--- src/logic/plsim_pkg.sv ---
// plsim_pkg: constants for the phy link status and interrupt mask block
// assumes a single 50 MHz system clock and a 5-bit register address port
package plsim_pkg;

  // register addresses on the management register port
  localparam logic [4:0] PLSIM_ADDR_LINK_STATUS   = 5'h18;
  localparam logic [4:0] PLSIM_ADDR_EVENT_ENABLE  = 5'h19;
  localparam logic [4:0] PLSIM_ADDR_EVENT_PENDING = 5'h1a;

  // widths
  localparam int PLSIM_DATA_W  = 16;
  localparam int PLSIM_ADDR_W  = 5;

  // reset values
  localparam logic [15:0] PLSIM_LINK_STATUS_RST   = 16'h0000;
  localparam logic [15:0] PLSIM_EVENT_ENABLE_RST  = 16'h0000;
  localparam logic [15:0] PLSIM_EVENT_PENDING_RST = 16'h0000;

  // link status word field positions
  localparam int PLSIM_LSW_MEDIA_LSB    = 6;
  localparam int PLSIM_LSW_PAUSE_LSB    = 4;
  localparam int PLSIM_LSW_DUPLEX_BIT   = 3;
  localparam int PLSIM_LSW_EEE_BIT      = 2;
  localparam int PLSIM_LSW_SPEED_LSB    = 0;

  // event bit positions, shared by enable and pending registers
  localparam int PLSIM_EV_WAKE_PACKET   = 15;
  localparam int PLSIM_EV_ROLE_ERROR    = 14;
  localparam int PLSIM_EV_NP_RECEIVED   = 13;
  localparam int PLSIM_EV_NP_SENT       = 12;
  localparam int PLSIM_EV_NEG_ERROR     = 11;
  localparam int PLSIM_EV_NEG_DONE      = 10;
  localparam int PLSIM_EV_FIFO_OVERFLOW = 9;
  localparam int PLSIM_EV_SYNC_REF_LOST = 8;
  localparam int PLSIM_EV_DOWNSPEED     = 5;
  localparam int PLSIM_EV_POLARITY      = 4;
  localparam int PLSIM_EV_CROSSOVER     = 3;
  localparam int PLSIM_EV_DUPLEX_CHANGE = 2;
  localparam int PLSIM_EV_SPEED_CHANGE  = 1;
  localparam int PLSIM_EV_LINK_CHANGE   = 0;

  // implemented event bits: 7:6 are reserved and read as zero
  localparam logic [15:0] PLSIM_EVENT_IMPL_MASK = 16'hff3f;

  // field encodings
  localparam logic [1:0] PLSIM_MEDIA_TWISTED_PAIR    = 2'h0;
  localparam logic [1:0] PLSIM_MEDIA_FIBER           = 2'h1;
  localparam logic [1:0] PLSIM_MEDIA_SECOND_MAC_PORT = 2'h2;
  localparam logic [1:0] PLSIM_MEDIA_SGMII           = 2'h3;
  localparam logic [1:0] PLSIM_SPEED_10              = 2'h0;
  localparam logic [1:0] PLSIM_SPEED_100             = 2'h1;
  localparam logic [1:0] PLSIM_SPEED_1000            = 2'h2;
  localparam logic [1:0] PLSIM_SPEED_SPECIAL         = 2'h3;
  localparam logic       PLSIM_HALF_DUPLEX           = 1'b0;
  localparam logic       PLSIM_FULL_DUPLEX           = 1'b1;

  // complete register state of the block
  typedef struct packed {
    logic [15:0] link_status_word;
    logic [15:0] event_interrupt_enable;
    logic [15:0] event_pending_flags;
    logic [15:0] rdata;
    logic        rvalid;
    logic        irq;
  } plsim_state_t;

endpackage

--- src/logic/plsim_top.sv ---
// plsim_top: link status word, event enable mask, sticky event flags
// and the management interrupt pin of an integrated phy
// assumes register requests come from the phy's management serial
// engine as one-cycle strobes, synchronous to sys_clk_i
//
// Contract
// - bits 7:6 of the link status word report the active media interface.
// - bits 5:4 of the link status word report the resolved pause outcome.
// - bit 3 of the link status word reports duplex, 0 half and 1 full.
// - bit 2 of the link status word reports whether energy saving was resolved on.
// - bits 1:0 of the link status word encode the speed as 10, 100, 1000 or special.
// - bits 15:8 of the link status word are reserved, read zero and ignore writes.
// - the interrupt pin rises only for sources whose enable bit is 1.
// - reading the pending flags clears all but events arriving in that access, and drops the pin unless one of those is enabled.
// - enable bit 15 lets a wake packet event raise the pin.
// - enable bit 14 lets a role resolution error raise the pin.
// - enable bit 13 lets a received next page raise the pin.
// - enable bit 12 lets a sent next page raise the pin.
// - enable bit 11 lets a negotiation error raise the pin.
// - enable bit 10 lets negotiation completion raise the pin.
// - enable bits 2, 1, 0 let duplex, speed and link state changes raise the pin.
// - enable bits 9, 8, 5, 4, 3 let fifo overflow, sync loss, downspeed, polarity and crossover raise the pin.
`timescale 1ns/100ps

module plsim_top
  import plsim_pkg::*;
(
  // clock and reset
  input  wire logic                    sys_clk_i,
  input  wire logic                    reset_n_i,

  // management register port
  input  wire logic [PLSIM_ADDR_W-1:0] reg_addr_i,
  input  wire logic                    reg_rd_i,
  input  wire logic                    reg_wr_i,
  input  wire logic [PLSIM_DATA_W-1:0] reg_wdata_i,
  output logic      [PLSIM_DATA_W-1:0] reg_rdata_o,
  output logic                         reg_rvalid_o,

  // resolved link state from the phy core
  input  wire logic [1:0]              media_select_i,
  input  wire logic [1:0]              pause_resolution_i,
  input  wire logic                    duplex_flag_i,
  input  wire logic                    eee_resolved_i,
  input  wire logic [1:0]              link_speed_i,

  // one-cycle event strobes from the phy core
  input  wire logic                    wake_packet_event_i,
  input  wire logic                    role_resolution_error_i,
  input  wire logic                    next_page_received_i,
  input  wire logic                    next_page_sent_i,
  input  wire logic                    negotiation_error_i,
  input  wire logic                    negotiation_done_i,
  input  wire logic                    mgmt_fifo_overflow_i,
  input  wire logic                    sync_ref_lost_i,
  input  wire logic                    downspeed_event_i,
  input  wire logic                    polarity_change_i,
  input  wire logic                    crossover_change_i,
  input  wire logic                    duplex_change_i,
  input  wire logic                    speed_change_i,
  input  wire logic                    link_state_change_i,

  // management interrupt, active high
  output logic                         mgmt_irq_pin_o
);

  plsim_state_t state_reg;
  plsim_state_t state_next;

  logic [15:0] event_hits;
  logic [15:0] link_word;
  logic        read_status;
  logic        read_enable;
  logic        read_pending;
  logic        write_enable;

  // gather event strobes into their bit positions
  always_comb begin
    event_hits = 16'h0000;
    event_hits[PLSIM_EV_WAKE_PACKET]   = wake_packet_event_i;
    event_hits[PLSIM_EV_ROLE_ERROR]    = role_resolution_error_i;
    event_hits[PLSIM_EV_NP_RECEIVED]   = next_page_received_i;
    event_hits[PLSIM_EV_NP_SENT]       = next_page_sent_i;
    event_hits[PLSIM_EV_NEG_ERROR]     = negotiation_error_i;
    event_hits[PLSIM_EV_NEG_DONE]      = negotiation_done_i;
    event_hits[PLSIM_EV_FIFO_OVERFLOW] = mgmt_fifo_overflow_i;
    event_hits[PLSIM_EV_SYNC_REF_LOST] = sync_ref_lost_i;
    event_hits[PLSIM_EV_DOWNSPEED]     = downspeed_event_i;
    event_hits[PLSIM_EV_POLARITY]      = polarity_change_i;
    event_hits[PLSIM_EV_CROSSOVER]     = crossover_change_i;
    event_hits[PLSIM_EV_DUPLEX_CHANGE] = duplex_change_i;
    event_hits[PLSIM_EV_SPEED_CHANGE]  = speed_change_i;
    event_hits[PLSIM_EV_LINK_CHANGE]   = link_state_change_i;
  end

  // assemble the link status word from the phy core state
  always_comb begin
    link_word = 16'h0000;
    link_word[PLSIM_LSW_MEDIA_LSB +: 2] = media_select_i;
    link_word[PLSIM_LSW_PAUSE_LSB +: 2] = pause_resolution_i;
    link_word[PLSIM_LSW_DUPLEX_BIT]     = duplex_flag_i;
    link_word[PLSIM_LSW_EEE_BIT]        = eee_resolved_i;
    link_word[PLSIM_LSW_SPEED_LSB +: 2] = link_speed_i;
  end

  // address decode
  always_comb begin
    read_status  = reg_rd_i && (reg_addr_i == PLSIM_ADDR_LINK_STATUS);
    read_enable  = reg_rd_i && (reg_addr_i == PLSIM_ADDR_EVENT_ENABLE);
    read_pending = reg_rd_i && (reg_addr_i == PLSIM_ADDR_EVENT_PENDING);
    write_enable = reg_wr_i && (reg_addr_i == PLSIM_ADDR_EVENT_ENABLE);
  end

  // next state
  always_comb begin
    state_next = state_reg;

    // link status tracks the core every cycle, read only
    state_next.link_status_word = link_word;

    // enable mask, reserved bits held at zero
    if (write_enable) begin
      state_next.event_interrupt_enable = reg_wdata_i & PLSIM_EVENT_IMPL_MASK;
    end

    // sticky flags: read clears, a new event in the same cycle survives
    if (read_pending) begin
      state_next.event_pending_flags = event_hits & PLSIM_EVENT_IMPL_MASK;
    end else begin
      state_next.event_pending_flags = (state_reg.event_pending_flags | event_hits)
                                       & PLSIM_EVENT_IMPL_MASK;
    end

    // read data, one cycle after the strobe
    state_next.rvalid = reg_rd_i;
    if (read_status) begin
      state_next.rdata = state_reg.link_status_word;
    end else if (read_enable) begin
      state_next.rdata = state_reg.event_interrupt_enable;
    end else if (read_pending) begin
      state_next.rdata = state_reg.event_pending_flags;
    end else if (reg_rd_i) begin
      state_next.rdata = 16'h0000;
    end

    // pin is the OR of enabled latched flags
    state_next.irq = |(state_next.event_pending_flags &
                       state_next.event_interrupt_enable);
  end

  // state register
  always_ff @(posedge sys_clk_i) begin
    if (!reset_n_i) begin
      state_reg.link_status_word       <= PLSIM_LINK_STATUS_RST;
      state_reg.event_interrupt_enable <= PLSIM_EVENT_ENABLE_RST;
      state_reg.event_pending_flags    <= PLSIM_EVENT_PENDING_RST;
      state_reg.rdata                  <= 16'h0000;
      state_reg.rvalid                 <= 1'b0;
      state_reg.irq                    <= 1'b0;
    end else begin
      state_reg <= state_next;
    end
  end

  // outputs straight from flip-flops
  assign reg_rdata_o    = state_reg.rdata;
  assign reg_rvalid_o   = state_reg.rvalid;
  assign mgmt_irq_pin_o = state_reg.irq;

endmodule

--- config.mk ---
export PLATFORM = sky130hd
export DESIGN_NAME = plsim_top
export DESIGN_NICKNAME = d
export VERILOG_FILES = /design/src/logic/plsim_pkg.sv /design/src/logic/plsim_top.sv
export SDC_FILE = /design/constraint.sdc
export NUM_CORES = 1
export LEC_CHECK = 0
export BUFFER_PORTS_ARGS = -buffer_cell sky130_fd_sc_hd__buf_4
export CAP_MARGIN = 10
export CORE_ASPECT_RATIO = 0.5
export CORE_UTILIZATION = 51
export DETAILED_ROUTE_END_ITERATION = 12
export GPL_ROUTABILITY_DRIVEN = 0
export PLACE_DENSITY = 0.79
export SLEW_MARGIN = 20
export SYNTH_ARGS = -nofsm -noshare
export SYNTH_HDL_FRONTEND = slang
export SYNTH_SLANG_ARGS = --single-unit
--- constraint.sdc ---
create_clock -name sys_clk_i -period 2.98 [get_ports sys_clk_i]
set_clock_uncertainty 0.15 [all_clocks]
set_input_delay 0.745 -clock sys_clk_i [delete_from_list [all_inputs] [get_ports sys_clk_i]]
set_output_delay 0.745 -clock sys_clk_i [all_outputs]
set_load 0.005 [all_outputs]
==> impl_results.md, run 1 <==
- Hold Violations, Final: 0
- Share of the core filled with cells in the final layout: 67.2%
- Kind of end point of the critical path: flip-flop
- Cell with the biggest individual delay on the critical path: sky130_fd_sc_hd__or2_1
- Placed insts: 310
- Arrival time worst endpoint: 2.32 ns
- Max-cap violations: 0
- Post-synth top area share: 48.3%
- Area of the multi-input gates: 943 µm²
- Post-route non-filler standard cell count: 318
- Worst-skew pair later-pin latency: 0.30 ns
- Instance area at placement: 0.00261 mm²
- Post-synth cell types: 34
- Final #Nets: 310
- Worst Setup Path Type: in -> reg
- Final antenna-violating net count: 0
- Share of synthesized area occupied by flip-flops and latches: 48.3%
- Via-per-instance ratio: 5.24
- Largest cells by area after synthesis: sky130_fd_sc_hd__dfxtp_1 48%, sky130_fd_sc_hd__nor2b_1 7.0%, sky130_fd_sc_hd__mux2i_1 6.3%, sky130_fd_sc_hd__buf_4 5.4%, sky130_fd_sc_hd__a21oi_1 3.1%
- Pwr Density: 508 mW/mm²
- Total die area: 0.00467 mm²
- Row count: 16
- Overall fraction of global-route tracks in use: 22.7%
- Fraction of final layout cells sized beyond drive strength 1: 30.3%
- Count of inserted antenna diode cells: 0
- 1st-pass router iterations: 5
- Initial Utilization: 55.3%
- Yosys warnings: 0
- Final setup violation count: 0
- Initial antenna violation count: 0
- Leak: 1.09 nW
- Largest register FFs: 36
- Maximum level of the CTS H-tree: 2
- Count of flip-flops with a built-in enable after synthesis: 0
- Width of the die: 95.6 µm
- Total Wirelength: 4920 µm
- Post-CTS Hold Buffers: 0
- Storage cell area: 0.00108 mm²
- Post-layout power: 1.38 mW
- Peak per-stage delay on the critical path: 0.49 ns
- Maximum fanout along the worst path: 14
- Area added between synthesis and finish: 21.5%
- Resized Gates After CTS: 0
- Via count: 1665
- Core Area: 0.00404 mm²
- Port Buffers: 62
- Chain of cells forming the critical path: buf_4 -> nand3b_4 -> or2_1 -> a21oi_1 -> o22ai_1 -> nor4_2 -> a21boi_1
- Worst IR Drop VDD: 0.286 mV
- Timing-limited maximum frequency: 0.439 GHz
- Fraction of met1 tracks used by global routing: 30.5%
- Filler cell count in the final layout: 329
- DIE HEIGHT: 48.8 µm
- Met2 track utilization from global routing: 36.8%
- Number of violations reported at the end of detailed-routing iteration 0: 105
- Family with the most delay on the worst path: simple AND/OR/NAND/NOR gates
- Clock transition at the register clock pins on the worst setup and hold paths after CTS: 0.09 ns
- Clock tree sinks: 54
- Routed wire length per instance: 15.5 µm
- HP Class: reg -> reg
- Maximum number of pins on one net before global-route repair: 55
- Yosys reg bits: 54
- Peak-usage layer in the global routing report: met2
- Main flop type after synthesis: sky130_fd_sc_hd__dfxtp_1
- Total buffers and inverters traversed by the critical path: 1
- Worst slew margin: 58.0%
- Post-Route Setup TNS: 0 ns
- Clock tree from TritonCTS: built
- Fin Hold WS: 0.352 ns
- Synthesized instance count: 218
- Wire length of the first global-routing pass: 7960 µm
- Average size of a mapped cell: 10.3 µm²
- Clk buf depth: 2
- Synthesized cell area: 0.00224 mm²
- Met3 track utilization from global routing: 5.30%
- HPWL after DPL: 3370 µm
- Cell area after layout: 0.00272 mm²
- Final WS setup: 0.705 ns
- Share of the clock period used by the worst path after layout: 76.4%
- CP startpoint kind: primary input
- Max Transition Viols Final: 0
- Via count of the first global-routing pass: 1667
- Unrepaired setup endpoints after global routing: no
- Worst Path Required: 3.02 ns
- Result of the run: finished clean
- Remaining global-route overflow: 0
- Cell type contributing the most total cell area after synthesis: sky130_fd_sc_hd__dfxtp_1
- Setup slack at placement: 0.395 ns
- Number of design rule violations left after detail routing: 0
- Measured slew at the worst slew-check pin: 0.630 ns
- I/O pins: 65
- Async set-or-reset flop fraction in the synthesized netlist: 0%
- Crit path time final: 2.28 ns
- Clk root buf: sky130_fd_sc_hd__clkbuf_8
- Number of nets produced by synthesis: 265
- Total CTS buffers: 5
- Number of buffers inserted by post-CTS setup repair: 0
-- cells in the mapped netlist (2+ instances only) --
cell type                   n
sky130_fd_sc_hd__a21oi_1   14
sky130_fd_sc_hd__a222oi_1   5
sky130_fd_sc_hd__buf_6      2
sky130_fd_sc_hd__nor3b_1    8
sky130_fd_sc_hd__inv_1      3
sky130_fd_sc_hd__clkbuf_1   9
sky130_fd_sc_hd__nor2b_1   25
sky130_fd_sc_hd__mux2i_1   14
sky130_fd_sc_hd__dfxtp_1   54
sky130_fd_sc_hd__nor2_1     9
sky130_fd_sc_hd__and2b_1    5
sky130_fd_sc_hd__buf_4     16
sky130_fd_sc_hd__a21boi_0   5
sky130_fd_sc_hd__a22oi_1    2
sky130_fd_sc_hd__nand3_1    5
sky130_fd_sc_hd__nor3_1     2
sky130_fd_sc_hd__a221oi_1   8
sky130_fd_sc_hd__a21oi_2    2
sky130_fd_sc_hd__and2_1     9
sky130_fd_sc_hd__o22ai_1    7
-- cell families after synthesis --
kind of cell / count (synthesis) / share of synthesized area [%]
simple gates: 71 / 21.3
flops: 54 / 48.3
compound gates: 46 / 14.7
buf+inv: 33 / 9.46
mux: 14 / 6.27
-- final timing paths --
path	startpoint	end	slack, ns	depth (start not counted)
worst max register to register	state_reg[38]	reg_rdata_o[4]	1.65	5
worst min register to register	state_reg[56]	reg_rdata_o[6]	0.35	2
worst min-delay path	state_reg[56]	reg_rdata_o[6]	0.35	2
worst max-delay path	reg_addr_i[2]	mgmt_irq_pin_o	0.70	7
-- metal layers --
layer	vias up	routed length [µm]
li1	837	-
met1	777	2280
met2	49	2330
met3	2	278
met4	0	20
met5	-	0
-- layout by cell type (no fill, tap or decap) --
| master | instances |
|---|---|
| sky130_fd_sc_hd__buf_4 | 67 |
| sky130_fd_sc_hd__dfxtp_1 | 54 |
| sky130_fd_sc_hd__nor2b_1 | 25 |
| sky130_fd_sc_hd__mux2i_1 | 14 |
| sky130_fd_sc_hd__a21oi_1 | 14 |
| sky130_fd_sc_hd__and2_1 | 9 |
| sky130_fd_sc_hd__nor2_1 | 9 |
| sky130_fd_sc_hd__a221oi_1 | 8 |
| sky130_fd_sc_hd__nor3b_1 | 8 |
| sky130_fd_sc_hd__o22ai_1 | 7 |
| sky130_fd_sc_hd__and2b_1 | 5 |
| sky130_fd_sc_hd__a222oi_1 | 5 |
| sky130_fd_sc_hd__nand3_1 | 5 |
| sky130_fd_sc_hd__a21boi_0 | 5 |
| sky130_fd_sc_hd__clkbuf_8 | 5 |
| sky130_fd_sc_hd__inv_1 | 3 |
| sky130_fd_sc_hd__a21oi_2 | 2 |
| sky130_fd_sc_hd__nor3_1 | 2 |
| sky130_fd_sc_hd__a22oi_1 | 2 |
| sky130_fd_sc_hd__clkbuf_1 | 2 |
| sky130_fd_sc_hd__nand3b_4 | 1 |
| sky130_fd_sc_hd__nand2_1 | 1 |
| sky130_fd_sc_hd__nor3_4 | 1 |
| sky130_fd_sc_hd__nand3b_1 | 1 |
| sky130_fd_sc_hd__or2_1 | 1 |
| sky130_fd_sc_hd__and2b_2 | 1 |
| sky130_fd_sc_hd__clkinv_1 | 1 |
| sky130_fd_sc_hd__nor4_4 | 1 |
| sky130_fd_sc_hd__nor4_2 | 1 |
| sky130_fd_sc_hd__a21boi_1 | 1 |
| sky130_fd_sc_hd__a2111oi_0 | 1 |
| sky130_fd_sc_hd__o21a_1 | 1 |
| sky130_fd_sc_hd__bufinv_16 | 1 |
-- final cells by class --
cell class / count / area share, %
Tap cell: 54 / 2.49
Multi-Input combinational cell: 131 / 34.7
Clock buffer: 7 / 2.81
Clock inverter: 1 / 1.11
Sequential cell: 54 / 39.8
Inverter: 4 / 0.553
Timing Repair Buffer: 67 / 18.5
-- worst register-to-register path: stages, from the launching register on --
cell and delay (ns):
sky130_fd_sc_hd__dfxtp_1 0.35, sky130_fd_sc_hd__inv_1 0.05, sky130_fd_sc_hd__a21oi_1 0.13, sky130_fd_sc_hd__a21oi_1 0.06
sky130_fd_sc_hd__a2111oi_0 0.37, sky130_fd_sc_hd__o21a_1 0.17
-- power by group --
| group | switching [mW] | leakage [nW] | internal (mW) |
|---|---|---|---|
| Combinational | 0.0584 | 0.594 | 0.0801 |
| Clock | 0.228 | 0.0524 | 0.252 |
| Sequential | 0.0136 | 0.444 | 0.750 |
| Total | 0.300 | 1.09 | 1.08 |
No activity file was read; power rests on OpenSTA's default activity.
==> inputs of run 2 (changes only) <==
clock period = 2.2 ns   (was 2.98 ns; I/O delays follow)
==> impl_results.md, run 2 (synthesis results as in run 1) <==
- Worst-skew pair later-pin latency: 0.30 ns
- Via-per-instance ratio: 5.33
- Share of the clock period used by the worst path after layout: 89.4%
- Maximum number of pins on one net before global-route repair: 55
- Initial Utilization: 55.3%
- Wire length of the first global-routing pass: 8270 µm
- Cell area after layout: 0.00281 mm²
- Overall fraction of global-route tracks in use: 23.4%
- Worst IR Drop VDD: 0.320 mV
- Worst Setup Path Type: in -> reg
- DIE HEIGHT: 48.8 µm
- Core Area: 0.00404 mm²
- Largest register FFs: 36
- Maximum level of the CTS H-tree: 2
- HPWL after DPL: 3610 µm
- HP Class: in -> reg
- Count of inserted antenna diode cells: 0
- Number of design rule violations left after detail routing: 0
- Port Buffers: 62
- Post-CTS Hold Buffers: 0
- Worst Path Required: 2.24 ns
- Most common cell after layout, fill and taps aside: sky130_fd_sc_hd__buf_4
- Max Transition Viols Final: 0
- Routed wire length per instance: 15.0 µm
- Worst slew margin: 68.8%
- I/O pins: 65
- Area added between synthesis and finish: 25.9%
- Crit path time final: 1.97 ns
- Total CTS buffers: 5
- Arrival time worst endpoint: 2.01 ns
- Via count of the first global-routing pass: 1805
- Total Wirelength: 4950 µm
- Instance area at placement: 0.00271 mm²
- CP startpoint kind: primary input
- Clock tree sinks: 54
- Clock tree from TritonCTS: built
- Maximum fanout along the worst path: 7
- Final #Nets: 321
- Initial antenna violation count: 0
- Clk root buf: sky130_fd_sc_hd__clkbuf_8
- Total die area: 0.00467 mm²
- Result of the run: finished clean
- Row count: 16
- Width of the die: 95.6 µm
- Measured slew at the worst slew-check pin: 0.456 ns
- Remaining global-route overflow: 0
- Timing-limited maximum frequency: 0.508 GHz
- Leak: 1.15 nW
- Hold Violations, Final: 0
- Unrepaired setup endpoints after global routing: no
- Max-cap violations: 0
- Clock transition at the register clock pins on the worst setup and hold paths after CTS: 0.09 ns
- Fraction of final layout cells sized beyond drive strength 1: 33.8%
- Number of buffers inserted by post-CTS setup repair: 0
- Final setup violation count: 0
- Leading cell types in the layout, fill and taps excluded: 77 x sky130_fd_sc_hd__buf_4, 54 x sky130_fd_sc_hd__dfxtp_1, 25 x sky130_fd_sc_hd__nor2b_1, 14 x sky130_fd_sc_hd__mux2i_1, 14 x sky130_fd_sc_hd__a21oi_1
- Count of cells along the worst hold path: 2
- Kind of end point of the critical path: flip-flop
- Final antenna-violating net count: 0
- Depth of the worst register-to-register path: 5
- Clk buf depth: 2
- Resized Gates After CTS: 0
- Pwr Density: 670 mW/mm²
- 1st-pass router iterations: 4
- Post-layout power: 1.88 mW
- Via count: 1752
- Number of violations reported at the end of detailed-routing iteration 0: 163
- Filler cell count in the final layout: 310
run 2: cell types whose count changed in the layout (fill, tap and decap cells not counted):
cell	before	now
sky130_fd_sc_hd__buf_12	0	1
sky130_fd_sc_hd__clkbuf_1	2	0
sky130_fd_sc_hd__clkinv_2	0	2
sky130_fd_sc_hd__buf_4	67	77
run 2: final cells by class:
type | count | area (µm²) | area share [%]
Clock inverter | 3 | 40.0 | 1.42
Tap cell | 54 | 67.6 | 2.40
Clock buffer | 5 | 68.8 | 2.45
Sequential cell | 54 | 1080 | 38.4
Timing Repair Buffer | 78 | 598 | 21.3
Inverter | 4 | 15.0 | 0.534
Multi-Input combinational cell | 131 | 943 | 33.5
run 2: metal layers:
metal	part of all wire (%)	GRT usage, %
met1	44	31.2
met2	48	38.0
met3	7.4	5.45
met4	0.40	6.72
met5	0	0
run 2: critical path: stages:
cell and delay, ns:
sky130_fd_sc_hd__buf_4 0.11, sky130_fd_sc_hd__nand3b_4 0.18, sky130_fd_sc_hd__or2_1 0.38, sky130_fd_sc_hd__buf_4 0.21, sky130_fd_sc_hd__a21oi_1 0.21, sky130_fd_sc_hd__o22ai_1 0.15
sky130_fd_sc_hd__nor4_2 0.15, sky130_fd_sc_hd__a21boi_1 0.08
run 2: final timing paths:
kind / start / endpoint / slack, ns
worst max-delay path: reg_addr_i[2] / mgmt_irq_pin_o / 0.23
worst min-delay path: media_select_i[0] / state_reg[56] / 0.29
worst max register to register: state_reg[38] / reg_rdata_o[4] / 0.74
worst min register to register: reg_rdata_o[11] / reg_rdata_o[11] / 0.35
run 2: power breakdown:
group          total [mW]  internal [mW]  switching [mW]
clock               0.655          0.335           0.320
sequential           1.03           1.02          0.0182
combinational       0.195          0.115          0.0800
run 2: metrics by stage:
stage          util (%)  TNS, ns  instances  hold WS (ns)  worst slack (ns)
6_report           69.6        0        329         0.292             0.233
5_1_grt            69.6        0        329         0.278             0.116
4_1_cts            69.6        0        329         0.286             0.239
3_5_place_dp       66.9  -0.0844        321         0.333           -0.0844
3_3_place_gp       66.9  -0.0473        321         0.321           -0.0473
2_1_floorplan         -        0        218         0.311            0.0401
